### src/rtl/pps_pkg.sv
// Constants, field layouts and carrier types for the packet framer.
// Assumes a single 40 MHz clock domain and an APB register port.
package pps_pkg;

  // --------------------------------------------------------------------
  // Register indices (byte address is four times the index)
  // --------------------------------------------------------------------
  localparam logic [9:0] IDX_LEAD     = 10'h11D;
  localparam logic [9:0] IDX_POLY_LO  = 10'h11E;
  localparam logic [9:0] IDX_POLY_HI  = 10'h11F;
  localparam logic [9:0] IDX_MK_CTL   = 10'h120;
  localparam logic [9:0] IDX_MK_HI    = 10'h121;
  localparam logic [9:0] IDX_MK_MID   = 10'h122;
  localparam logic [9:0] IDX_MK_LO    = 10'h123;
  localparam logic [9:0] IDX_TX_START = 10'h124;
  localparam logic [9:0] IDX_RX_START = 10'h125;
  localparam logic [9:0] IDX_CMD      = 10'h130;
  localparam logic [9:0] IDX_STAT     = 10'h131;

  // --------------------------------------------------------------------
  // Fields, reset values and fixed patterns
  // --------------------------------------------------------------------
  localparam int         TOL_MSB       = 7;
  localparam int         TOL_LSB       = 6;
  localparam int         LEN_MSB       = 4;
  localparam int         LEN_LSB       = 0;
  localparam int         CMD_TX_GO     = 0;
  localparam int         CMD_RX_EN     = 1;
  localparam int         STAT_TX_BUSY  = 0;
  localparam int         STAT_SYNC     = 1;
  localparam logic [7:0] RST_BYTE      = 8'h00;
  localparam logic [7:0] PREAMBLE_BYTE = 8'h55;
  localparam logic [4:0] MK_LEN_MAX    = 5'h18;
  localparam logic [4:0] MK_LEN_TWO    = 5'h10;
  localparam logic [4:0] MK_LEN_ONE    = 5'h08;

  // --------------------------------------------------------------------
  // Carrier types
  // --------------------------------------------------------------------
  typedef struct packed {
    logic        psel;
    logic        penable;
    logic        pwrite;
    logic [11:0] paddr;
    logic [31:0] pwdata;
  } pps_apb_req_type;

  typedef struct packed {
    logic        pready;
    logic        pslverr;
    logic [31:0] prdata;
  } pps_apb_rsp_type;

  typedef struct packed {
    logic       valid;
    logic [7:0] data;
  } pps_byte_type;

  typedef struct packed {
    logic       wr;
    logic [7:0] addr;
    logic [7:0] data;
  } pps_ram_wr_type;

  typedef struct packed {
    logic [7:0] lead;
    logic [7:0] poly_lo;
    logic [7:0] poly_hi;
    logic [7:0] mk_ctl;
    logic [7:0] mk_hi;
    logic [7:0] mk_mid;
    logic [7:0] mk_lo;
    logic [7:0] tx_start;
    logic [7:0] rx_start;
  } pps_cfg_type;

  typedef enum logic [2:0] {
    TX_IDLE, TX_LEAD, TX_MARK, TX_FETCH, TX_WAIT, TX_SEND, TX_DRAIN
  } pps_tx_state_type;

  typedef struct packed {
    pps_cfg_type      cfg;
    logic             rx_en;
    logic             sync_seen;
    pps_tx_state_type tx_st;
    logic [7:0]       cnt;
    logic [1:0]       mk_left;
    pps_byte_type     tx;
    logic [31:0]      rdata;
    logic             ram_rd;
    logic             hdr_done;
    logic             storing;
    logic [2:0]       bit_cnt;
    logic [7:0]       rx_shift;
    logic [7:0]       wr_addr;
    pps_ram_wr_type   wr;
  } pps_state_type;

  typedef struct packed {
    logic [23:0] shift;
    logic [4:0]  fill;
  } pps_det_state_type;

  // Number of marker bytes that go on air for a given length
  function automatic logic [1:0] pps_marker_bytes(input logic [4:0] len);
    if (len > MK_LEN_TWO) begin
      return 2'h3;
    end else if (len >= MK_LEN_ONE) begin
      return 2'h2;
    end else if (len != 5'h00) begin
      return 2'h1;
    end else begin
      return 2'h0;
    end
  endfunction : pps_marker_bytes

endpackage : pps_pkg

### src/rtl/pps_framer.sv
// Packet framer: lead-in, marker and buffer start handling, APB registers.
// Assumes a byte modulator with valid/ready, a packet RAM with one-cycle
// read latency, and a demodulated bit stream on the same clock.
`timescale 1ns/100ps
module pps_framer
  import pps_pkg::*;
(
  // Clock and reset
  input  wire logic            clk,
  input  wire logic            rst_b,
  // Register port
  input  wire pps_apb_req_type apb_i,
  output pps_apb_rsp_type      apb_o,
  // Settings to the checksum engine
  output logic [15:0]          check_polynomial,
  // Transmit byte stream
  output pps_byte_type         tx_o,
  input  wire logic            tx_ready,
  output logic                 tx_header_done,
  // Packet RAM read side
  output logic                 tx_ram_rd,
  output logic [7:0]           tx_ram_addr,
  input  wire logic [7:0]      tx_ram_rdata,
  // Receive bit stream and packet RAM write side
  input  wire logic            rx_bit_valid,
  input  wire logic            rx_bit,
  output pps_ram_wr_type       rx_ram_o
);

  pps_state_type s;
  pps_state_type next_s;
  logic [9:0]    idx;
  logic          acc;
  logic          wr;
  logic          match;
  logic          start_rx;
  logic [8:0]    rd_hit;
  logic [4:0]    mk_len;

  // --------------------------------------------------------------------
  // Register decode
  // --------------------------------------------------------------------
  function automatic logic [8:0] reg_read(input logic [9:0] i,
                                          input pps_state_type st);
    if (i == IDX_LEAD) begin
      return {1'b1, st.cfg.lead};
    end else if (i == IDX_POLY_LO) begin
      return {1'b1, st.cfg.poly_lo};
    end else if (i == IDX_POLY_HI) begin
      return {1'b1, st.cfg.poly_hi};
    end else if (i == IDX_MK_CTL) begin
      return {1'b1, st.cfg.mk_ctl};
    end else if (i == IDX_MK_HI) begin
      return {1'b1, st.cfg.mk_hi};
    end else if (i == IDX_MK_MID) begin
      return {1'b1, st.cfg.mk_mid};
    end else if (i == IDX_MK_LO) begin
      return {1'b1, st.cfg.mk_lo};
    end else if (i == IDX_TX_START) begin
      return {1'b1, st.cfg.tx_start};
    end else if (i == IDX_RX_START) begin
      return {1'b1, st.cfg.rx_start};
    end else if (i == IDX_CMD) begin
      return {1'b1, 6'h00, st.rx_en, 1'b0};
    end else if (i == IDX_STAT) begin
      return {1'b1, 6'h00, st.sync_seen, (st.tx_st != TX_IDLE)};
    end else begin
      return {1'b0, RST_BYTE};
    end
  endfunction : reg_read

  assign idx      = apb_i.paddr[11:2];
  assign acc      = apb_i.psel & apb_i.penable;
  assign wr       = acc & apb_i.pwrite;
  assign rd_hit   = reg_read(idx, s);
  assign mk_len   = s.cfg.mk_ctl[LEN_MSB:LEN_LSB];
  assign start_rx = match & s.rx_en & ~s.storing;

  // Zero wait states; read data is captured in the setup cycle
  assign apb_o.pready  = 1'b1;
  assign apb_o.pslverr = acc & ~rd_hit[8];
  assign apb_o.prdata  = s.rdata;

  assign check_polynomial = {s.cfg.poly_hi, s.cfg.poly_lo};
  assign tx_o             = s.tx;
  assign tx_header_done   = s.hdr_done;
  assign tx_ram_rd        = s.ram_rd;
  assign tx_ram_addr      = s.cfg.tx_start;
  assign rx_ram_o         = s.wr;

  // --------------------------------------------------------------------
  // Marker detector
  // --------------------------------------------------------------------
  pps_marker_match u_match (
    .clk       (clk),
    .rst_b     (rst_b),
    .bit_valid (rx_bit_valid),
    .bit_in    (rx_bit),
    .restart   (~s.rx_en | s.storing),
    .marker    ({s.cfg.mk_hi, s.cfg.mk_mid, s.cfg.mk_lo}),
    .len       (mk_len),
    .allowance (s.cfg.mk_ctl[TOL_MSB:TOL_LSB]),
    .match     (match)
  );

  // --------------------------------------------------------------------
  // Next state
  // --------------------------------------------------------------------
  always_comb begin
    logic [7:0] base;
    logic [2:0] bc;
    base          = start_rx ? s.cfg.rx_start : s.wr_addr;
    bc            = start_rx ? 3'h0 : s.bit_cnt;
    next_s        = s;
    next_s.ram_rd = 1'b0;
    next_s.hdr_done = 1'b0;
    next_s.wr.wr  = 1'b0;

    if (apb_i.psel & ~apb_i.penable) begin
      next_s.rdata = {24'h000000, rd_hit[7:0]};
    end
    // Reserved control bit is stored as written; software keeps it zero
    if (wr) begin
      if (idx == IDX_LEAD) begin
        next_s.cfg.lead = apb_i.pwdata[7:0];
      end else if (idx == IDX_POLY_LO) begin
        next_s.cfg.poly_lo = apb_i.pwdata[7:0];
      end else if (idx == IDX_POLY_HI) begin
        next_s.cfg.poly_hi = apb_i.pwdata[7:0];
      end else if (idx == IDX_MK_CTL) begin
        next_s.cfg.mk_ctl = apb_i.pwdata[7:0];
      end else if (idx == IDX_MK_HI) begin
        next_s.cfg.mk_hi = apb_i.pwdata[7:0];
      end else if (idx == IDX_MK_MID) begin
        next_s.cfg.mk_mid = apb_i.pwdata[7:0];
      end else if (idx == IDX_MK_LO) begin
        next_s.cfg.mk_lo = apb_i.pwdata[7:0];
      end else if (idx == IDX_TX_START) begin
        next_s.cfg.tx_start = apb_i.pwdata[7:0];
      end else if (idx == IDX_RX_START) begin
        next_s.cfg.rx_start = apb_i.pwdata[7:0];
      end else if (idx == IDX_CMD) begin
        next_s.rx_en = apb_i.pwdata[CMD_RX_EN];
      end else if (idx == IDX_STAT && apb_i.pwdata[STAT_SYNC]) begin
        next_s.sync_seen = 1'b0;
      end
    end

    // Transmit header sequencer
    case (s.tx_st)
      TX_IDLE: begin
        if (wr && idx == IDX_CMD && apb_i.pwdata[CMD_TX_GO]) begin
          next_s.tx_st   = TX_LEAD;
          next_s.cnt     = s.cfg.lead;
          next_s.mk_left = pps_marker_bytes(mk_len);
        end
      end
      TX_LEAD: begin
        if (!(s.tx.valid && !tx_ready)) begin
          if (s.cnt != 8'h00) begin
            next_s.tx.valid = 1'b1;
            next_s.tx.data  = PREAMBLE_BYTE;
            next_s.cnt      = s.cnt - 8'h01;
          end else begin
            next_s.tx.valid = 1'b0;
            next_s.tx_st    = TX_MARK;
          end
        end
      end
      TX_MARK: begin
        if (!(s.tx.valid && !tx_ready)) begin
          if (s.mk_left != 2'h0) begin
            next_s.tx.valid = 1'b1;
            next_s.mk_left  = s.mk_left - 2'h1;
            if (s.mk_left == 2'h3) begin
              next_s.tx.data = s.cfg.mk_hi;
            end else if (s.mk_left == 2'h2) begin
              next_s.tx.data = s.cfg.mk_mid;
            end else begin
              next_s.tx.data = s.cfg.mk_lo;
            end
          end else begin
            next_s.tx.valid = 1'b0;
            next_s.tx_st    = TX_FETCH;
          end
        end
      end
      TX_FETCH: begin
        next_s.ram_rd = 1'b1;
        next_s.tx_st  = TX_WAIT;
      end
      TX_WAIT: begin
        next_s.tx_st = TX_SEND;
      end
      TX_SEND: begin
        next_s.tx.valid = 1'b1;
        next_s.tx.data  = tx_ram_rdata;
        next_s.tx_st    = TX_DRAIN;
      end
      TX_DRAIN: begin
        if (tx_ready) begin
          next_s.tx.valid  = 1'b0;
          next_s.hdr_done  = 1'b1;
          next_s.tx_st     = TX_IDLE;
        end
      end
      default: begin
        next_s.tx_st = TX_IDLE;
      end
    endcase

    // Receive: after a marker match, pack bits MSB first into the RAM
    if (!s.rx_en) begin
      next_s.storing = 1'b0;
    end else if (start_rx || s.storing) begin
      next_s.storing = 1'b1;
      next_s.wr_addr = base;
      next_s.bit_cnt = bc;
      if (rx_bit_valid) begin
        next_s.rx_shift = {s.rx_shift[6:0], rx_bit};
        next_s.bit_cnt  = bc + 3'h1;
        if (bc == 3'h7) begin
          next_s.wr.wr   = 1'b1;
          next_s.wr.addr = base;
          next_s.wr.data = {s.rx_shift[6:0], rx_bit};
          next_s.wr_addr = base + 8'h01;
        end
      end
    end
    // A match in the clearing cycle still leaves the flag set
    if (start_rx) begin
      next_s.sync_seen = 1'b1;
    end
  end

  always_ff @(posedge clk) begin
    if (!rst_b) begin
      s <= '0;
    end else begin
      s <= next_s;
    end
  end

  // --------------------------------------------------------------------
  // Checks
  // --------------------------------------------------------------------
  logic [7:0] lead_sent;
  logic       mark_entry;

  always_ff @(posedge clk) begin
    if (!rst_b) begin
      lead_sent <= 8'h00;
    end else if (s.tx_st == TX_IDLE) begin
      lead_sent <= 8'h00;
    end else if (s.tx_st == TX_LEAD && s.tx.valid && tx_ready) begin
      lead_sent <= lead_sent + 8'h01;
    end
  end

  assign mark_entry = (s.tx_st == TX_MARK) && !s.tx.valid;
endmodule : pps_framer

### src/rtl/pps_marker_match.sv
// Sliding marker comparator for the receive bit stream.
// Assumes bits arrive from demodulator logic on the same clock.
`timescale 1ns/100ps
module pps_marker_match
  import pps_pkg::*;
(
  // Clock and reset
  input  wire logic        clk,
  input  wire logic        rst_b,
  // Bit stream
  input  wire logic        bit_valid,
  input  wire logic        bit_in,
  input  wire logic        restart,
  // Settings
  input  wire logic [23:0] marker,
  input  wire logic [4:0]  len,
  input  wire logic [1:0]  allowance,
  // Result
  output logic             match
);

  pps_det_state_type s;
  pps_det_state_type next_s;
  logic [23:0]       mask;
  logic [4:0]        errs;

  function automatic logic [4:0] count_ones(input logic [23:0] v);
    logic [4:0] c;
    c = 5'h00;
    for (int i = 0; i < 24; i++) begin
      c = c + {4'h0, v[i]};
    end
    return c;
  endfunction : count_ones

  // Oversize lengths are clamped so no more than the register width counts
  assign mask  = (len >= MK_LEN_MAX) ? 24'hFFFFFF
               : ((24'h000001 << len) - 24'h000001);
  assign errs  = count_ones((s.shift ^ marker) & mask);
  assign match = (len != 5'h00) && (s.fill >= len || s.fill == MK_LEN_MAX)
               && (errs <= {3'h0, allowance});

  always_comb begin
    next_s = s;
    if (restart) begin
      next_s = '0;
    end else if (bit_valid) begin
      next_s.shift = {s.shift[22:0], bit_in};
      if (s.fill < MK_LEN_MAX) begin
        next_s.fill = s.fill + 5'h01;
      end
    end
  end

  always_ff @(posedge clk) begin
    if (!rst_b) begin
      s <= '0;
    end else begin
      s <= next_s;
    end
  end
endmodule : pps_marker_match

### config.mk
export PLATFORM = sky130hd
export DESIGN_NAME = pps_framer
export DESIGN_NICKNAME = d
export VERILOG_FILES = /design/src/rtl/pps_pkg.sv /design/src/rtl/pps_framer.sv /design/src/rtl/pps_marker_match.sv
export SDC_FILE = /design/constraint.sdc
export NUM_CORES = 1
export LEC_CHECK = 0
export BUFFER_PORTS_ARGS = -buffer_cell sky130_fd_sc_hd__clkbuf_2
export CAP_MARGIN = 5
export CORE_MARGIN = 2
export CORE_UTILIZATION = 59
export CTS_BUF_LIST = sky130_fd_sc_hd__clkbuf_4
export DETAILED_ROUTE_END_ITERATION = 16
export MAX_ROUTING_LAYER = met4
export PLACE_DENSITY = 0.89
export SYNTH_ARGS = -nofsm -noshare
export SYNTH_HDL_FRONTEND = slang
export SYNTH_HIERARCHICAL = 1
export SYNTH_SLANG_ARGS = --single-unit
export TNS_END_PERCENT = 100
### constraint.sdc
create_clock -name clk -period 10.05 [get_ports clk]
set_clock_uncertainty 0.1 [all_clocks]
set_input_delay 0.5025 -clock clk [delete_from_list [all_inputs] [get_ports clk]]
set_output_delay 0.5025 -clock clk [all_outputs]
set_load 0.02 [all_outputs]
==> results of run 1 <==
flip-flops by register name, summed over array words and instances (netlist names):
register          cells
tx_ram_rd             1
apb_o                 8
tx_ram_addr           8
u_match/s            29
rx_ram_o             17
mk_len                5
check_polynomial     16
s                    77
tx_header_done        1
tx_o                  9
worst max-delay path, delay by kind of cell, from the launching register on:
kind,cells,cell delay (ns)
adder cells (fa/ha/maj),10,4.01
buffers and inverters,3,0.37
flip-flops,1,0.82
AO/OA/AOI/OAI,6,1.30
multiplexers,1,0.34
AND/OR/NAND/NOR,9,1.65
power breakdown:
group / internal (uW) / leakage (uW) / switching, uW / total, uW
clock network: 128 / 0.000131 / 231 / 359
registers: 678 / 0.00138 / 0.542 / 679
logic: 16.8 / 0.00260 / 52.8 / 69.6
total: 823 / 0.00411 / 284 / 1110
path summary, 6_finish.rpt:
check	start	endpoint	slack, ns	depth (start not counted)
setup / recovery	mk_len[1]	s[20]	1.36	29
setup reg to reg	mk_len[1]	s[20]	1.36	29
hold reg to reg	s[31]	rx_ram_o[7]	0.37	2
hold / removal	tx_ready	tx_header_done	0.09	3
cell families after synthesis:
group	after synthesis	share of synthesized area
flops	171	0.331
mux	107	0.104
fa+ha+maj	40	0.0608
other cells	2	0.000727
buf+inv	209	0.111
compound gates	288	0.177
xor+xnor	29	0.0246
simple gates	402	0.190
area by class of cell:
type / count / area [um2] / share of cell area
multi-input cells: 891 / 5860 / 0.558
flip-flops and latches: 171 / 3420 / 0.326
repair buffers: 102 / 531 / 0.0506
well taps: 225 / 282 / 0.0268
inverters: 43 / 163 / 0.0155
clock buffers: 21 / 158 / 0.0150
clock inverters: 11 / 78.8 / 0.00751
synthesized netlist by cell type, types with 4 or more instances:
cell type / instances
nor2_2: 4
a31oi_1: 14
a21oi_1: 79
dfxtp_1: 171
o31ai_1: 10
nand2b_1: 18
clkbuf_1: 50
o221a_2: 4
o2111ai_1: 4
nand3_1: 22
buf_1: 7
a22oi_1: 14
a211oi_1: 14
mux2_2: 5
nor3_1: 23
nor4_1: 9
o21ai_1: 4
ha_1: 23
nor2b_1: 14
o211ai_1: 9
o21a_1: 8
inv_1: 41
nand4_1: 8
xnor2_1: 19
o21ai_0: 77
xor2_1: 10
mux2i_1: 102
nor2_1: 145
nand2_1: 110
o311ai_0: 4
buf_2: 18
o22ai_1: 9
o21bai_1: 4
and3_1: 6
buf_4: 88
and2_1: 9
fa_1: 17
per-layer routing:
metal / wire [um] / up-vias
met5: 0 / -
met4: 701 / 0
met3: 2020 / 61
met2: 12300 / 459
met1: 11500 / 4235
li1: - / 4227
metrics by stage:
| step | instances | util | hold slack, ns | cell area (um2) |
|---|---|---|---|---|
| 3_3_place_gp | 1432 | 0.595 | 0.343 | 10300 |
| 6_report | 1464 | 0.609 | 0.0898 | 10500 |
| 5_1_grt | 1464 | 0.609 | 0.0878 | 10500 |
| 2_1_floorplan | 1271 | - | 0.332 | 10400 |
| 4_1_cts | 1464 | 0.609 | 0.0643 | 10500 |
| 3_5_place_dp | 1432 | 0.595 | 0.352 | 10300 |
==> run_results.csv, run 1 <==
group,metric,value,unit
floorplanning,ioPinCount,146,
critical_path,critPathKind,"flip-flop to flip-flop",
cts,cts-root-buf,"clkbuf_4",
final_layout,syn_to_final_growth,1.51,%
global_route,antenna_found_initial,0,
cts,clk_pin_slew,0.13,ns
logic_synthesis,synth-seq-cells,171,
timing,rsz0062_at_grt,"false",
floorplanning,rows,48,
logic_synthesis,synthTopCellsByArea,"dfxtp_1 33%, mux2i_1 9.9%, buf_4 6.4%",
critical_path,critPathRequiredTime,10.47,ns
global_route,grt_pass1_vias,8187,
final_layout,antenna_cells,0,
timing,period_minus_slack,8.69,ns
cts,clk_latency,0.59,ns
timing,slew_headroom,0.287,
place,dp_slack,1.55,ns
critical_path,cp-start-kind,"flip-flop",
hold_path,hold_class,"primary input to flip-flop",
timing,finalHoldViolations,0,
final_layout,layout_common_cells,"171 x dfxtp_1, 145 x nor2_1, 110 x nand2_1",
flow_run,cap_violations,0,
logic_synthesis,synth_cell_types,84,
cts,holdBufCountCts,0,
cts,cts_tree,"built",
power,power_density,105,nW/um2
critical_path,cp.arrival,9.11,ns
detailed_routing,avgRoutedWirePerCell,18.1,um
global_route,grt_use_met1,0.386,
final_layout,final_common_cell,"dfxtp_1",
critical_path,cp-end-kind,"flip-flop",
floorplanning,die_area,18600,um2
global_route,overflow,0,
logic_synthesis,synth_edf_count,0,
detailed_routing,vias,8982,
logic_synthesis,synth_top_area_cell,"dfxtp_1",
detailed_routing,drt_iter0_markers,1012,
logic_synthesis,synth_warnings,6,
final_layout,drive_gt1_frac,0.136,
status,status,"finished, final reports clean",
critical_path,cp_max_fo,21,
timing,setup_violations,0,
cts,cts_buffer_depth,2,
floorplanning,dieHeight,136,um
detailed_routing,route.detailed.drc,0,
power,finalPower,1110,uW
cts,cts-resized-gates,0,
place,hpwlAfterDp,18800,um
global_route,grt_max_degree,84,
power,peakVddDrop,0.0724,mV
detailed_routing,dr.pass1.iters,6,
timing,final_max_slew_viol_count,0,
logic_synthesis,synthArstFlopShare,0,
timing,period_share,0.865,
floorplanning,start_util,0.600,
detailed_routing,avgViaCountPerCell,6.14,
global_route,grtUsageMet3,0.0503,
cts,htree_levels,4,
power,power_leakage,0.00411,uW
place,numPortBuffers,94,
critical_path,slowest_delay,0.82,ns
global_route,grt_pass1_wl,42000,um
timing,finalWorstSetupSlack,1.36,ns
timing,worst_slew_pin_slew,1.07,ns
global_route,busiest_layer,"met2",
detailed_routing,wirelength,26500,um
logic_synthesis,syn-cell-area,10300,um2
cts,clkSinkCount,171,
logic_synthesis,postSynthAreaPerCell,8.28,um2
timing,fmax,0.115,GHz
logic_synthesis,synth_ff_type,"dfxtp_1",
global_route,gr-usage-met2,0.456,
cts,cts_buffers,17,
final_layout,final_nets,1326,
floorplanning,die_w,136,um
logic_synthesis,syn_inst,1248,
critical_path,slowest_stage,"dfxtp_1",
global_route,track_usage,0.294,
cts,post_cts_buffers,0,
logic_synthesis,synth.top_cell.area_share,0.331,
detailed_routing,final_antenna_net_count,0,
timing,tns,0,ns
floorplanning,core_area,17200,um2
place,gp_congestion,1.04,
logic_synthesis,ys_seq_area_frac,0.331,
final_layout,fillers,1458,
(Power assumes the default switching activity.)
==> inputs of run 2 (changes only) <==
- MAX_ROUTING_LAYER: met4 -> default
- clock period: 10.05 -> 10.3 ns (I/O delays scaled with it)
==> run_results.csv, run 2 (synthesis gave the netlist of run 1 again) <==
group,metric,value,unit
status,status,"finished, final reports clean",
critical_path,cp.arrival,9.04,ns
critical_path,slowest_delay,0.85,ns
final_layout,final_common_cell,"dfxtp_1",
critical_path,cp-start-kind,"flip-flop",
detailed_routing,vias,9092,
detailed_routing,wirelength,27000,um
cts,holdBufCountCts,0,
floorplanning,ioPinCount,146,
timing,fmax,0.115,GHz
power,comb_power_share,0.058,
timing,period_minus_slack,8.66,ns
timing,tns,0,ns
hold_path,hold_class,"primary input to flip-flop",
floorplanning,rows,48,
cts,clk_latency,0.61,ns
power,p_seq_frac,0.568,
final_layout,stdcell_count,1465,
cts,htree_levels,4,
cts,clk_pin_slew,0.14,ns
global_route,overflow,0,
critical_path,cp_max_fo,21,
critical_path,cp-end-kind,"flip-flop",
detailed_routing,final_antenna_net_count,0,
timing,finalHoldViolations,0,
floorplanning,dieHeight,136,um
power,power_leakage,0.00414,uW
final_layout,layout_common_cells,"171 x dfxtp_1, 145 x nor2_1, 110 x nand2_1",
critical_path,cp_top_family,"adder cells",
place,hpwlAfterDp,18900,um
place,place_inst,1432,
flow_run,cap_violations,0,
power,power.internal,877,uW
detailed_routing,avgRoutedWirePerCell,18.4,um
critical_path,slowest_stage,"dfxtp_1",
place,numPortBuffers,94,
power,peakVddDrop,0.0765,mV
detailed_routing,route.detailed.drc,0,
detailed_routing,drt_iter0_markers,919,
timing,worst_slew_pin_slew,1.15,ns
critical_path,path_depth,29,
critical_path,critPathRequiredTime,10.68,ns
power,clkPwrFrac,0.374,
detailed_routing,avgViaCountPerCell,6.21,
cts,cts_buffer_depth,2,
critical_path,critPathKind,"flip-flop to flip-flop",
global_route,grt_pass1_wl,42400,um
timing,final_max_slew_viol_count,0,
hold_path,hold_depth,3,
global_route,grt_pass1_vias,8111,
floorplanning,die_w,136,um
final_layout,drive_gt1_frac,0.139,
timing,period_share,0.841,
critical_path,ff2ff_path_depth,29,
timing,slew_headroom,0.233,
global_route,track_usage,0.290,
power,swShare,0.248,
cts,cts_tree,"built",
cts,cts-root-buf,"clkbuf_4",
power,power_density,110,nW/um2
global_route,grt_max_degree,78,
floorplanning,die_area,18600,um2
cts,post_cts_buffers,0,
place,gp_congestion,0.998,
final_layout,final_nets,1326,
floorplanning,core_area,17200,um2
final_layout,largest_register_ffs,77,
timing,rsz0062_at_grt,"false",
global_route,antenna_found_initial,1,
final_layout,max_flop_register,"s",
detailed_routing,dr.pass1.iters,7,
cts,cts_buffers,17,
critical_path,crit_buf_inv,2,
final_layout,syn_to_final_growth,2.37,%
cts,clkSinkCount,171,
floorplanning,start_util,0.600,
timing,setup_violations,0,
cts,cts-resized-gates,0,
power,switching_power,289,uW
## run 2: cell count changes in the layout (fill, tap and decap cells not counted)
| cell | change |
|---|---|
| clkinv_1 | -4 |
| clkinv_4 | +1 |
| clkbuf_4 | -1 |
| bufinv_16 | +3 |
| diode_2 | +1 |
| clkinvlp_4 | +2 |
| clkinv_2 | -1 |
## run 2: final timing paths
check	start	end	slack, ns
max reg2reg	mk_len[1]	s[21]	1.64
max	mk_len[1]	s[21]	1.64
min reg2reg	rx_ram_o[4]	rx_ram_o[4]	0.37
min	tx_ready	tx_header_done	0.08
## run 2: layer usage
metal / share of wire / track usage / up-vias
met1: 0.41 / 0.391 / 4291
li1: - / - / 4227
met2: 0.46 / 0.450 / 488
met4: 0.037 / 0.132 / 0
met3: 0.090 / 0.0556 / 86
met5: 0 / 0 / -
## run 2: area by class of cell
cell class,instances,area (um2)
fill,1404,6660
multi-input combinational,891,5860
sequential,171,3420
timing repair buffer,102,531
tap,225,282
clock inverter,12,173
inverter,43,163
clock buffer,20,150
antenna,1,2.50
## run 2: worst min-delay path: stages
cell      delay [ns]
clkbuf_2        0.11
nand3_1         0.08
nor2_1          0.04
## run 2: power groups by stage
| stage | registers (uW) | clock network (uW) | logic (uW) |
|---|---|---|---|
| after floorplan | 677 | 0 | 53.9 |
| after global routing | 663 | 461 | 71.6 |
| final | 663 | 437 | 67.6 |
| after detailed placement | 677 | 0 | 65.4 |
| after global placement | 677 | 0 | 64.5 |
| after CTS | 662 | 439 | 65.8 |
## run 2: stage by stage
step                       util  worst slack [ns]  cell area (um2)  power [uW]  hold WS (ns)
after CTS                 0.614              1.80            10600        1170        0.0449
after global placement    0.595              1.94            10300         742         0.343
final                     0.614              1.64            10600        1170        0.0770
after floorplan               -              2.80            10400         731         0.332
after global routing      0.614              1.10            10600        1200        0.0682
after detailed placement  0.595              1.85            10300         742         0.347
